--- config.mk ---
export PLATFORM = sky130hd
export DESIGN_NAME = scmc_top
export DESIGN_NICKNAME = d
export VERILOG_FILES = /design/src/rtl/scmc_pkg.sv /design/src/rtl/scmc_top.sv
export SDC_FILE = /design/constraint.sdc
export NUM_CORES = 1
export LEC_CHECK = 0
export CAP_MARGIN = 20
export CORE_UTILIZATION = 65
export DETAILED_ROUTE_END_ITERATION = 8
export DONT_BUFFER_PORTS = 1
export GPL_ROUTABILITY_DRIVEN = 0
export PLACE_DENSITY_LB_ADDON = 0.2
export SLEW_MARGIN = 25
export SYNTH_ARGS = -nofsm -noshare
export SYNTH_HDL_FRONTEND = slang
export SYNTH_SLANG_ARGS = --single-unit
--- constraint.sdc ---
create_clock -name i_clock -period 7 [get_ports i_clock]
set_input_delay 1.05 -clock i_clock [delete_from_list [all_inputs] [get_ports i_clock]]
set_output_delay 1.05 -clock i_clock [all_outputs]
set_load 0.03 [all_outputs]
--- src/rtl/scmc_pkg.sv ---
// Purpose: Constants and types for the clock mode control block
// Assumes: One 100 MHz clock; oscillators arrive as pin levels
// Notes: Ready counts are in cycles of the oscillator being timed
package scmc_pkg;
    // Register addresses
    localparam logic [1:0] ADDR_CTRL = 2'h0;
    localparam logic [1:0] ADDR_STAT = 2'h1;
    localparam logic [1:0] ADDR_CLR = 2'h2;
    localparam logic [1:0] ADDR_IEN = 2'h3;
    // Field positions of clock_mode_control
    localparam int CKS_LSB = 5;
    localparam int QUICK_WAKE_ENABLE_BIT = 4;
    localparam int LTO_BIT = 3;
    localparam int HTO_BIT = 2;
    localparam int IDLE_ON_HALT_BIT = 1;
    localparam int FAST_CLOCK_SELECT_BIT = 0;
    // Reset values
    localparam logic [2:0] CKS_RST = 3'h0;
    localparam logic QUICK_WAKE_ENABLE_RST = 1'b0;
    localparam logic IDLE_ON_HALT_RST = 1'b1;
    localparam logic FAST_CLOCK_SELECT_RST = 1'b1;
    // Divider codes below this select the slow clock
    localparam logic [2:0] CKS_FIRST_DIV = 3'h2;
    // Configuration encodings
    localparam logic [1:0] FAST_HXT = 2'h0;
    localparam logic [1:0] FAST_ERC = 2'h1;
    localparam logic [1:0] FAST_INT_FAST_RC = 2'h2;
    localparam logic SLOW_LXT = 1'b0;
    localparam logic SLOW_INT_SLOW_RC = 1'b1;
    // Pin order of the oscillator inputs
    localparam int PIN_HXT = 0;
    localparam int PIN_ERC = 1;
    localparam int PIN_INT_FAST_RC = 2;
    localparam int PIN_LXT = 3;
    localparam int PIN_INT_SLOW_RC = 4;
    localparam int NPIN = 5;
    // Ready counts in oscillator cycles
    localparam logic [10:0] HXT_READY_CYC = 11'h400;
    localparam logic [10:0] RC_READY_CYC = 11'h010;
    localparam logic [10:0] LXT_READY_CYC = 11'h400;
    localparam logic [10:0] INT_SLOW_RC_READY_CYC = 11'h002;
    // Core clock source codes
    localparam logic [1:0] SRC_FAST = 2'h0;
    localparam logic [1:0] SRC_DIV = 2'h1;
    localparam logic [1:0] SRC_SLOW = 2'h2;
    localparam logic [1:0] SRC_SUB = 2'h3;
    // Event bits of status, clear and enable
    localparam int EV_HALT = 0;
    localparam int EV_WAKE = 1;
    localparam int EV_REFUSE = 2;
    localparam int EV_FRDY = 3;
    localparam int NEV = 4;
    // Operating modes
    typedef enum logic [4:0] {
        MODE_RUN = 5'h01,
        MODE_STOP_ALL = 5'h02,
        MODE_STOP_SUB = 5'h04,
        MODE_IDLE_OFF = 5'h08,
        MODE_IDLE_ON = 5'h10
    } scmc_mode_t;
    // Whole state of the block
    typedef struct packed {
        logic [NPIN-1:0] sync1;
        logic [NPIN-1:0] sync2;
        logic [NPIN-1:0] sync3;
        logic fast_on;
        logic slow_on;
        logic [5:0] fdiv;
        logic [1:0] cur_src;
        scmc_mode_t mode;
        logic fast_wake;
        logic [10:0] fcnt;
        logic [10:0] scnt;
        logic high_osc_ready;
        logic low_osc_ready;
        logic [2:0] cks;
        logic quick_wake_enable;
        logic idle_on_halt;
        logic fast_clock_select;
        logic [NEV-1:0] sts;
        logic [NEV-1:0] ien;
        logic [7:0] rdata;
        logic irq;
        logic core_en;
        logic sub_en;
        logic tbc_en;
        logic wdt_en;
        logic wdt_dis;
        logic cpu_run;
        logic [1:0] q4;
    } scmc_state_t;
endpackage

--- src/rtl/scmc_top.sv ---
// Purpose: Core clock selection and low-power mode control
// Assumes: Oscillators are pin levels sampled by i_clock
// Notes: Clock outputs are one-cycle enables, not real clocks
//
// Implementation choices: strobed register access and the address map.
`timescale 1ns/1ps
`default_nettype none
module scmc_top
    import scmc_pkg::*;
(
    input wire logic i_clock, // 100 MHz clock
    input wire logic i_reset, // Synchronous reset, high
    input wire logic [1:0] i_addr, // Register address
    input wire logic [7:0] i_wdata, // Write data
    input wire logic i_wr, // Write strobe
    input wire logic i_rd, // Read strobe
    output logic [7:0] o_rdata, // Read data, next cycle
    input wire logic [NPIN-1:0] i_osc, // Oscillator pin levels
    input wire logic [1:0] i_cfg_fast_src, // Fast source option
    input wire logic i_cfg_slow_src, // Core slow source option
    input wire logic i_cfg_sub_src, // Substitute source option
    input wire logic i_cfg_tbc_src, // Timebase source option
    input wire logic i_cfg_wdt_from_sub, // Watchdog from substitute
    input wire logic i_wdt_enable, // Watchdog function on
    input wire logic i_keep_system_clock_in_idle, // Idle keeps clock
    input wire logic i_voltage_detect_enable, // Detector on
    input wire logic i_sub_clock_keep_enable, // Keep sub in stop
    input wire logic i_halt_req, // Halt pulse from core
    input wire logic i_wake_req, // Wake pulse
    output logic o_core_clk_en, // System clock enable
    output logic o_cpu_run, // Processor may execute
    output logic o_fast_osc_on, // Fast oscillator enable
    output logic o_slow_osc_on, // Slow oscillators enable
    output logic o_sub_clk_en, // Substitute clock enable
    output logic o_tbc_clk_en, // Timebase clock enable
    output logic o_wdt_clk_en, // Watchdog clock enable
    output logic o_wdt_disable, // Watchdog forced off
    output logic [4:0] o_mode, // One-hot operating mode
    output logic o_irq // Interrupt, high level
);
    scmc_state_t state_r; // Registered state
    scmc_state_t state_nxt; // Next state
    logic [NPIN-1:0] edge_w; // Oscillator rising edges
    logic fast_tick; // Fast oscillator edge
    logic slow_tick; // Core slow source edge
    logic sub_tick; // Substitute source edge
    logic tbc_tick; // Timebase source edge
    logic div_tick; // Divided fast clock edge
    logic [5:0] div_mask; // Divider terminal mask
    logic [1:0] req_src; // Wanted core source
    logic req_tick; // Edge of wanted source
    logic core_tick; // Edge of current source
    logic sys_on; // System clock allowed
    logic sub_on; // Substitute clock allowed
    logic stop_sub_ok; // Stop may keep substitute
    logic [10:0] ftarget; // Fast ready count
    logic [10:0] starget; // Slow ready count
    logic [NEV-1:0] ev; // Events this cycle
    logic [NEV-1:0] clr; // Clear bits this cycle

    // Decode source edges, divider and core selection
    always_comb
    begin
        // Second and third stages form the edge; first stage feeds the second alone
        edge_w = state_r.sync2 & ~state_r.sync3;
        unique case (i_cfg_fast_src)
            FAST_HXT: fast_tick = edge_w[PIN_HXT];
            FAST_ERC: fast_tick = edge_w[PIN_ERC];
            default: fast_tick = edge_w[PIN_INT_FAST_RC];
        endcase
        // Stopped oscillator gives no edges
        fast_tick = fast_tick & state_r.fast_on;
        slow_tick = state_r.slow_on &
            (i_cfg_slow_src ? edge_w[PIN_INT_SLOW_RC] : edge_w[PIN_LXT]);
        sub_tick = state_r.slow_on &
            (i_cfg_sub_src ? edge_w[PIN_INT_SLOW_RC] : edge_w[PIN_LXT]);
        tbc_tick = state_r.slow_on &
            (i_cfg_tbc_src ? edge_w[PIN_INT_SLOW_RC] : edge_w[PIN_LXT]);
        // Code 010 is /64 down to 111 as /2
        unique case (state_r.cks)
            3'h2: div_mask = 6'h3f;
            3'h3: div_mask = 6'h1f;
            3'h4: div_mask = 6'h0f;
            3'h5: div_mask = 6'h07;
            3'h6: div_mask = 6'h03;
            default: div_mask = 6'h01;
        endcase
        div_tick = fast_tick && ((state_r.fdiv & div_mask) == div_mask);
        // Quick wake overrides; then fast, slow, or divided
        if (state_r.fast_wake)
            req_src = SRC_SUB;
        else if (state_r.fast_clock_select)
            req_src = SRC_FAST;
        else if (state_r.cks < CKS_FIRST_DIV)
            req_src = SRC_SLOW;
        else
            req_src = SRC_DIV;
        unique case (req_src)
            SRC_FAST: req_tick = fast_tick;
            SRC_DIV: req_tick = div_tick;
            SRC_SLOW: req_tick = slow_tick;
            default: req_tick = sub_tick;
        endcase
        unique case (state_r.cur_src)
            SRC_FAST: core_tick = fast_tick;
            SRC_DIV: core_tick = div_tick;
            SRC_SLOW: core_tick = slow_tick;
            default: core_tick = sub_tick;
        endcase
        sys_on = (state_r.mode == MODE_RUN) ||
            (state_r.mode == MODE_IDLE_ON);
        core_tick = core_tick & sys_on;
        sub_on = (state_r.mode != MODE_STOP_ALL);
        stop_sub_ok = i_sub_clock_keep_enable ||
            (i_wdt_enable && i_cfg_wdt_from_sub);
        ftarget = (i_cfg_fast_src == FAST_HXT) ?
            HXT_READY_CYC : RC_READY_CYC;
        starget = (i_cfg_slow_src == SLOW_INT_SLOW_RC) ?
            INT_SLOW_RC_READY_CYC : LXT_READY_CYC;
        clr = '0;
        if (i_wr && (i_addr == ADDR_CLR))
            clr = i_wdata[NEV-1:0];
    end

    // Next state: modes, oscillators, ready flags, registers
    always_comb
    begin
        state_nxt = state_r;
        ev = '0;
        state_nxt.sync1 = i_osc;
        state_nxt.sync2 = state_r.sync1;
        state_nxt.sync3 = state_r.sync2;
        state_nxt.fdiv = 6'(state_r.fdiv + 6'(fast_tick));
        // Change source only on the new source's own edge
        if ((req_src != state_r.cur_src) && req_tick)
            state_nxt.cur_src = req_src;
        // Halt controls are sampled with the request
        unique case (state_r.mode)
            MODE_RUN:
            begin
                if (i_halt_req && !state_r.idle_on_halt)
                begin
                    if (stop_sub_ok)
                        state_nxt.mode = MODE_STOP_SUB;
                    else if (i_voltage_detect_enable)
                        ev[EV_REFUSE] = 1'b1;
                    else
                        state_nxt.mode = MODE_STOP_ALL;
                    ev[EV_HALT] = stop_sub_ok || !i_voltage_detect_enable;
                end
                else if (i_halt_req)
                begin
                    // Idle keeps the clock only when asked
                    state_nxt.mode = i_keep_system_clock_in_idle ?
                        MODE_IDLE_ON : MODE_IDLE_OFF;
                    ev[EV_HALT] = 1'b1;
                end
            end
            default:
            begin
                if (i_wake_req)
                begin
                    state_nxt.mode = MODE_RUN;
                    ev[EV_WAKE] = 1'b1;
                    // Only modes that keep substitute running help
                    if (((state_r.mode == MODE_STOP_SUB) ||
                        (state_r.mode == MODE_IDLE_OFF)) &&
                        state_r.quick_wake_enable && (i_cfg_fast_src == FAST_HXT))
                        state_nxt.fast_wake = 1'b1;
                end
            end
        endcase
        if (state_r.fast_wake && state_r.high_osc_ready)
            state_nxt.fast_wake = 1'b0;
        // Fast oscillator off in slow mode and deep modes
        state_nxt.fast_on = ((state_nxt.mode == MODE_RUN) ||
            (state_nxt.mode == MODE_IDLE_ON)) &&
            (state_r.fast_clock_select || (state_r.cks >= CKS_FIRST_DIV) ||
            state_nxt.fast_wake);
        state_nxt.slow_on = (state_nxt.mode != MODE_STOP_ALL);
        // Fast ready counts oscillator edges after restart
        if (!state_r.fast_on || (state_r.mode == MODE_STOP_ALL) ||
            (state_r.mode == MODE_STOP_SUB) ||
            (state_r.mode == MODE_IDLE_OFF))
            state_nxt.fcnt = '0;
        else if (fast_tick && (state_r.fcnt < ftarget))
            state_nxt.fcnt = 11'(state_r.fcnt + 11'h001);
        state_nxt.high_osc_ready = (state_nxt.fcnt == ftarget);
        // Slow ready drops one cycle into either stop mode and stays low
        if (!state_r.slow_on || (state_r.mode == MODE_STOP_ALL) ||
            (state_r.mode == MODE_STOP_SUB))
            state_nxt.scnt = '0;
        else if (slow_tick && (state_r.scnt < starget))
            state_nxt.scnt = 11'(state_r.scnt + 11'h001);
        state_nxt.low_osc_ready = (state_nxt.scnt == starget);
        ev[EV_FRDY] = state_nxt.high_osc_ready && !state_r.high_osc_ready;
        // Clock enables, registered so outputs come from flops
        state_nxt.core_en = core_tick;
        state_nxt.cpu_run = (state_nxt.mode == MODE_RUN);
        state_nxt.sub_en = sub_tick && sub_on;
        state_nxt.tbc_en = tbc_tick && (state_r.mode != MODE_STOP_ALL) &&
            (state_r.mode != MODE_STOP_SUB);
        if (core_tick)
            state_nxt.q4 = 2'(state_r.q4 + 2'h1);
        // Core/4 dies with the core clock in idle-off
        state_nxt.wdt_en = i_cfg_wdt_from_sub ? (sub_tick && sub_on) :
            (core_tick && (state_r.q4 == 2'h3));
        state_nxt.wdt_dis = (state_nxt.mode == MODE_STOP_ALL);
        // Register writes; ready flags are read-only
        if (i_wr && (i_addr == ADDR_CTRL))
        begin
            state_nxt.cks = i_wdata[CKS_LSB+2:CKS_LSB];
            state_nxt.quick_wake_enable = i_wdata[QUICK_WAKE_ENABLE_BIT];
            state_nxt.idle_on_halt = i_wdata[IDLE_ON_HALT_BIT];
            state_nxt.fast_clock_select = i_wdata[FAST_CLOCK_SELECT_BIT];
        end
        if (i_wr && (i_addr == ADDR_IEN))
            state_nxt.ien = i_wdata[NEV-1:0];
        // Set wins over clear in the same cycle
        state_nxt.sts = (state_r.sts & ~clr) | ev;
        state_nxt.irq = |(state_nxt.sts & state_nxt.ien);
        // Read data valid only in the cycle after the strobe
        state_nxt.rdata = 8'h00;
        if (i_rd)
        begin
            unique case (i_addr)
                ADDR_CTRL: state_nxt.rdata = {state_r.cks, state_r.quick_wake_enable,
                    state_r.low_osc_ready, state_r.high_osc_ready, state_r.idle_on_halt,
                    state_r.fast_clock_select};
                ADDR_STAT: state_nxt.rdata = {4'h0, state_r.sts};
                ADDR_IEN: state_nxt.rdata = {4'h0, state_r.ien};
                default: state_nxt.rdata = 8'h00;
            endcase
        end
        // Reset values
        if (i_reset)
        begin
            state_nxt = '0;
            state_nxt.mode = MODE_RUN;
            state_nxt.cks = CKS_RST;
            state_nxt.quick_wake_enable = QUICK_WAKE_ENABLE_RST;
            state_nxt.idle_on_halt = IDLE_ON_HALT_RST;
            state_nxt.fast_clock_select = FAST_CLOCK_SELECT_RST;
            state_nxt.fast_on = 1'b1;
            state_nxt.slow_on = 1'b1;
            state_nxt.cur_src = SRC_FAST;
            state_nxt.cpu_run = 1'b1;
        end
    end

    // State register
    always_ff @(posedge i_clock)
    begin
        state_r <= state_nxt;
    end

    // Outputs straight from state flops
    assign o_rdata = state_r.rdata;
    assign o_core_clk_en = state_r.core_en;
    assign o_cpu_run = state_r.cpu_run;
    assign o_fast_osc_on = state_r.fast_on;
    assign o_slow_osc_on = state_r.slow_on;
    assign o_sub_clk_en = state_r.sub_en;
    assign o_tbc_clk_en = state_r.tbc_en;
    assign o_wdt_clk_en = state_r.wdt_en;
    assign o_wdt_disable = state_r.wdt_dis;
    assign o_mode = state_r.mode;
    assign o_irq = state_r.irq;
endmodule
`default_nettype wire

## Word-level counts from Yosys, hierarchy flattened

Index checks and enable logic that the tools add are counted.
Widths: inputs -> output; s select.

| storage, ports and cells | value |
|---|---|
| register bits after elaboration | 86 |
| latch bits | 0 |
| RAM bits | 0 |
| bits in read-only memories | 0 |
| input bits | 31 |
| output and inout port bits | 22 |
| word-level logic and storage cells | 158 |
| memories | 0 |

| operators by class | value |
|---|---|
| add/sub/neg operators | 4 |
| $mul | 0 |
| div/mod/pow operators | 0 |
| order comparisons | 4 |
| equal/unequal tests | 29 |
| shift-type cells | 0 |
| multiplexer cells | 39 |
| bitwise gates (word level) | 13 |
| reduce and logical (&&, ||, !) cells | 41 |

Operator list:

| kind | number |
|---|---|
| $mux 11 | 6 |
| $mux 5 | 6 |
| $pmux 6 s5 | 1 |
| $pmux 8 s3 | 1 |
| $add 11x1->11 const B | 2 |
| $eq 11x11->1 | 2 |
| $lt 11x11->1 | 2 |
| $logic_and 1x1->1 | 18 |
| $mux 1 | 16 |
| $logic_or 1x1->1 | 12 |
| $eq 2x2->1 const B | 5 |
| $eq 5x1->1 const B | 2 |
| $eq 5x2->1 const B | 2 |
| $eq 5x5->1 const B | 2 |
| $ne 5x2->1 const B | 2 |
| $eq 3x3->1 const B | 3 |
| $and 4x4->4 | 2 |
| $eq 2x1->1 const B | 4 |
| $logic_not 2->1 | 4 |
| $mux 4 | 2 |
| $add 6x1->6 | 1 |
| $and 6x6->6 | 1 |
| $eq 3x2->1 const B | 2 |
| $eq 6x6->1 | 1 |
| other kinds (20) | 31 |

## Depth between registers and ports, before layout

| depth | value |
|---|---|
| depth in word-level cells | 12 |
| gate-level depth with buffers | 10 |
| gate-level depth less buffers | 9 |

## Least setup slack after synthesis

No wires, ideal clock.

| path | value |
|---|---|
| kind | input port to flip-flop |
| from | input port i_cfg_fast_src[0] |
| to | register state_r[24] in the netlist's numbering |
| library setup time | 0.071 ns |
| data arrival time | 3.285 ns |
| data required time | 6.929 ns |
| setup slack | 3.645 ns |
| stages on the path | 10 |
| buffers on the path | 1 |
| path through | nor2_1 > clkbuf_1 > inv_1 > ha_1 > a2111o_1 > or3_4 > or4_4 > o211ai_2 > nand4b_2 > a21oi_1 |

| between the ends | value |
|---|---|
| cells in the longest elaborated chain, start to end | 9 |
| elaborated cells between the ends (all ways) | 12 |
| classes of those cells | 1 x order compare; 2 x eq/ne; 4 x mux; 2 x bitwise; 3 x reduce/logical |

Ends and longest elaborated chain:

| what | line | text |
|---|---|---|
| start: declaration | scmc_top.sv:19 | `input wire logic [1:0] i_cfg_fast_src,` |
| $logic_not 2->1 / $eq 2x1->1 (equally long branches) | scmc_top.sv:66, scmc_top.sv:116 |  |
| $mux 11 / $pmux 1 s2 (equally long branches) | scmc_top.sv:116, scmc_top.sv:66 |  |
| $lt 11x11->1 / $and 1x1->1 (equally long branches) | scmc_top.sv:186, scmc_top.sv:72 |  |
| $logic_and 1x1->1 | scmc_top.sv:186 | `else if (fast_tick && (state_r.fcnt < ftarget))` |
| $mux 11 | scmc_top.sv:186 |  |
| $mux 11 | scmc_top.sv:182 | `if (!state_r.fast_on \|\| (state_r.mode == MODE_STOP_ALL) \|\|` |
| $eq 11x11->1 * | scmc_top.sv:188 | `state_nxt.high_osc_ready = (state_nxt.fcnt == ftarget);` |
| $logic_and 1x1->1 * | scmc_top.sv:196 | `ev[EV_FRDY] = state_nxt.high_osc_ready && !state_r.high_osc_ready;` |
| $or 4x4->4 * | scmc_top.sv:220 | `state_nxt.sts = (state_r.sts & ~clr) \| ev;` |
| end signal: assignment | scmc_top.sv:254 | `state_r <= state_nxt;` |
| end: declaration | scmc_top.sv:41 | `scmc_state_t state_r;` |

Mark *: on every way between the ends. The rest lies on a longest branch, timed or not.
A chain may end at the register's enable or synchronous reset.

## Final worst setup path

Same ends and word-level chain as after synthesis.

==> qor.csv <==
stage;metric;value;unit
global_routing;grt_antenna_before_repair;0;
power_and_ir_drop;pwr-share-clk;39.4;%
die;die_w;82.35;um
yosys;netlist_area;4197;sq um
yosys;yosysWarningCount;0;
detailed_routing;first_pass_iters;5;
clocking;clkLatencyLatePin;0.37;ns
cells_and_area;antenna_cells;0;
power_and_ir_drop;p_sw_share;24.20;%
die;die_height;82.35;um
timing;hold_viol;0;
yosys;synth_area_leaders;dfxtp_1 (41%), nor2_1 (5.6%), mux2i_1 (4.5%), nor2b_1 (3.4%), xnor2_1 (2.9%);
power_and_ir_drop;p_switching;247.6;uW
power_and_ir_drop;p_seq_share;51.9;%
clocking;cts_max_level;3;
detailed_routing;routedWlPerCell;16.85;um
yosys;yosysSeqAreaShare;41.03;%
timing;fin_crit_sh;48.04;%
cells_and_area;multi_input_area;2238;sq um
global_routing;grt.total_usage;28.60;%
place;dp_slack;3.291;ns
die;row_count;28;
clocking;clockBufferDepth;2;
cells_and_area;utilization;71.51;%
cells_and_area;final_common_cell;dfxtp_1;
timing;final-setup-viol-count;0;
power_and_ir_drop;power.total;1.023;mW
timing;clock_skew;0.008041;ns
min_path;hp-class;flop to flop;
power_and_ir_drop;ir_drop;0.1386;mV
critical_path;crit_type;input pin to flop;
detailed_routing;vias;3341;
clocking;cts_root_buf;clkbuf_8;
place;io_buffers;0;
critical_path;arrival;3.66;ns
power_and_ir_drop;pwr-share-comb;8.6;%
cells_and_area;drive_above_1_share;7.609;%
clocking;cts-resized-gates;0;
yosys;syn_area_per_cell;8.706;sq um
clocking;cts_hold_buf;0;
timing;grt_setup_unrepaired;no;
die;dieArea;6782;sq um
critical_path;critical_path.max_fanout;11;
job;maxCapViolations;0;
place;placed_area;4110;sq um
place;hpwl;6319;um
timing;worst_slew_pin_slew;0.9088;ns
detailed_routing;drtAntennaViolNets;0;
power_and_ir_drop;p_per_area;236.1;nW/um^2
yosys;synthesis.nets;520;
global_routing;grt-ovfl-total;0;
die;initial_utilization;69.24;%
global_routing;grt_pass1_vias;3126;
run_status;outcome;finished, final reports clean;
cells_and_area;area_delta_synth_final;3.280;%
timing;period_needed;3.362;ns
clocking;cts_tree;yes;
yosys;synth_edf_count;0;
yosys;synth_top_area_share;41.03;%
clocking;clk_pin_slew;0.08;ns
timing;slew_headroom;39.41;%
yosys;synthFlopType;dfxtp_1;
yosys;post-synth-top-area-cell;dfxtp_1;
die;ios;53;
cells_and_area;fin_area;4334;sq um
timing;drv_slew;0;
detailed_routing;drtIter0Drc;248;
critical_path;cp.required;7.29;ns
yosys;async_reset_ff_share;0;%
power_and_ir_drop;leakagePower;1.666;nW
cells_and_area;fillers;476;
clocking;cts_buffers;9;
timing;fmax;0.2974;GHz
critical_path;worst_setup_path_end_kind;flop;
timing;finalSetupTns;0;ns
clocking;cts_setup_buffers;0;
die;core;6061;sq um
detailed_routing;drt_wl_total;9017;um
global_routing;grt_max_degree;52;
detailed_routing;drc_errors;0;
cells_and_area;final_cell_mix;dfxtp_1 (86), nor2_1 (63), nand2_1 (31);
yosys;synth-seq-cells;86;
critical_path;crit_path_start_kind;input pin;
cells_and_area;regArea;1722;sq um
cells_and_area;nets;495;
detailed_routing;viasPerCell;6.245;
timing;layout_setup_ws;3.638;ns
global_routing;grt_pass1_wl;14400;um
clocking;cts.sinks;86;
yosys;synth_cell_type_count;59;
yosys;syn_inst;482;
power_and_ir_drop;p_int;775.6;uW
cell families (layout without fill, tap and decap cells):
group / Yosys count / in the layout / share of synthesized area, %
flops: 86 / 86 / 41.03
xor+xnor: 26 / 26 / 5.426
fa+ha+maj: 7 / 7 / 2.087
mux: 24 / 24 / 5.873
buf+inv: 51 / 29 / 5.754
compound gates: 72 / 72 / 12.58
simple gates: 216 / 216 / 27.25
cells in the mapped netlist, types with 6 or more instances:
cell type	instances
and2_1	7
nand3_1	16
and3_1	8
o21ai_0	10
xor2_1	12
inv_1	15
nor2b_1	23
xnor2_1	14
buf_4	13
nor3_1	15
a31oi_1	6
mux2i_1	19
dfxtp_1	86
nand2_1	31
nand4_1	7
a21oi_1	10
clkbuf_1	21
ha_1	7
nand2b_1	10
nor2_1	63
nor4_1	11
cell type report:
class	count	share of cell area (%)
Multi-Input combinational cell	345	51.65
Sequential cell	86	39.72
Inverter	15	1.299
Clock buffer	9	2.858
Clock inverter	5	2.309
Tap cell	75	2.165
registers in the layout, summed over array words and instances, names as in the netlist:
register       flops
o_cpu_run          1
o_fast_osc_on      1
o_wdt_clk_en       1
o_wdt_disable      1
o_tbc_clk_en       1
o_mode             5
o_rdata            8
o_sub_clk_en       1
state_r           64
o_core_clk_en      1
o_slow_osc_on      1
o_irq              1
metal layers:
metal	wire (um)	track usage, %	share of wire (%)
met4	241	12.63	2.7
met1	3803	34.54	42
met3	732	8.571	8.1
met2	4239	46.86	47
met5	0	0	0
power groups by stage:
stage                     sequential, mW  clock (mW)  combinational (mW)
after global routing               0.534       0.427              0.0988
after floorplan                    0.530           0              0.0867
final                              0.531       0.403              0.0885
after global placement             0.541           0              0.0828
after detailed placement           0.542           0              0.0858
after CTS                          0.531       0.405              0.0876
final timing paths:
check / from / endpoint / slack (ns) / depth (start not counted)
worst min-delay path: state_r[83] / state_r[78] / 0.44 / 1
worst max-delay path: i_cfg_fast_src[0] / state_r[24] / 3.64 / 9
worst max register to register: state_r[52] / state_r[32] / 4.12 / 7
worst min register to register: state_r[83] / state_r[78] / 0.44 / 1
metrics by stage:
stage,instances,hold slack [ns]
6_report,535,0.4413
5_1_grt,535,0.4642
4_1_cts,535,0.4427
3_5_place_dp,521,0.4241
3_3_place_gp,521,0.4181
2_1_floorplan,482,0.4138
critical path, stage by stage:
cell and delay (ns):
nor2_1 0.46, inv_1 0.19, ha_1 0.26, a2111o_1 0.40
or3_4 0.36, or4_4 0.49, o211ai_2 0.11, nand4b_2 0.14
a21oi_1 0.19
Note: power is estimated with default switching activity, not from simulation.
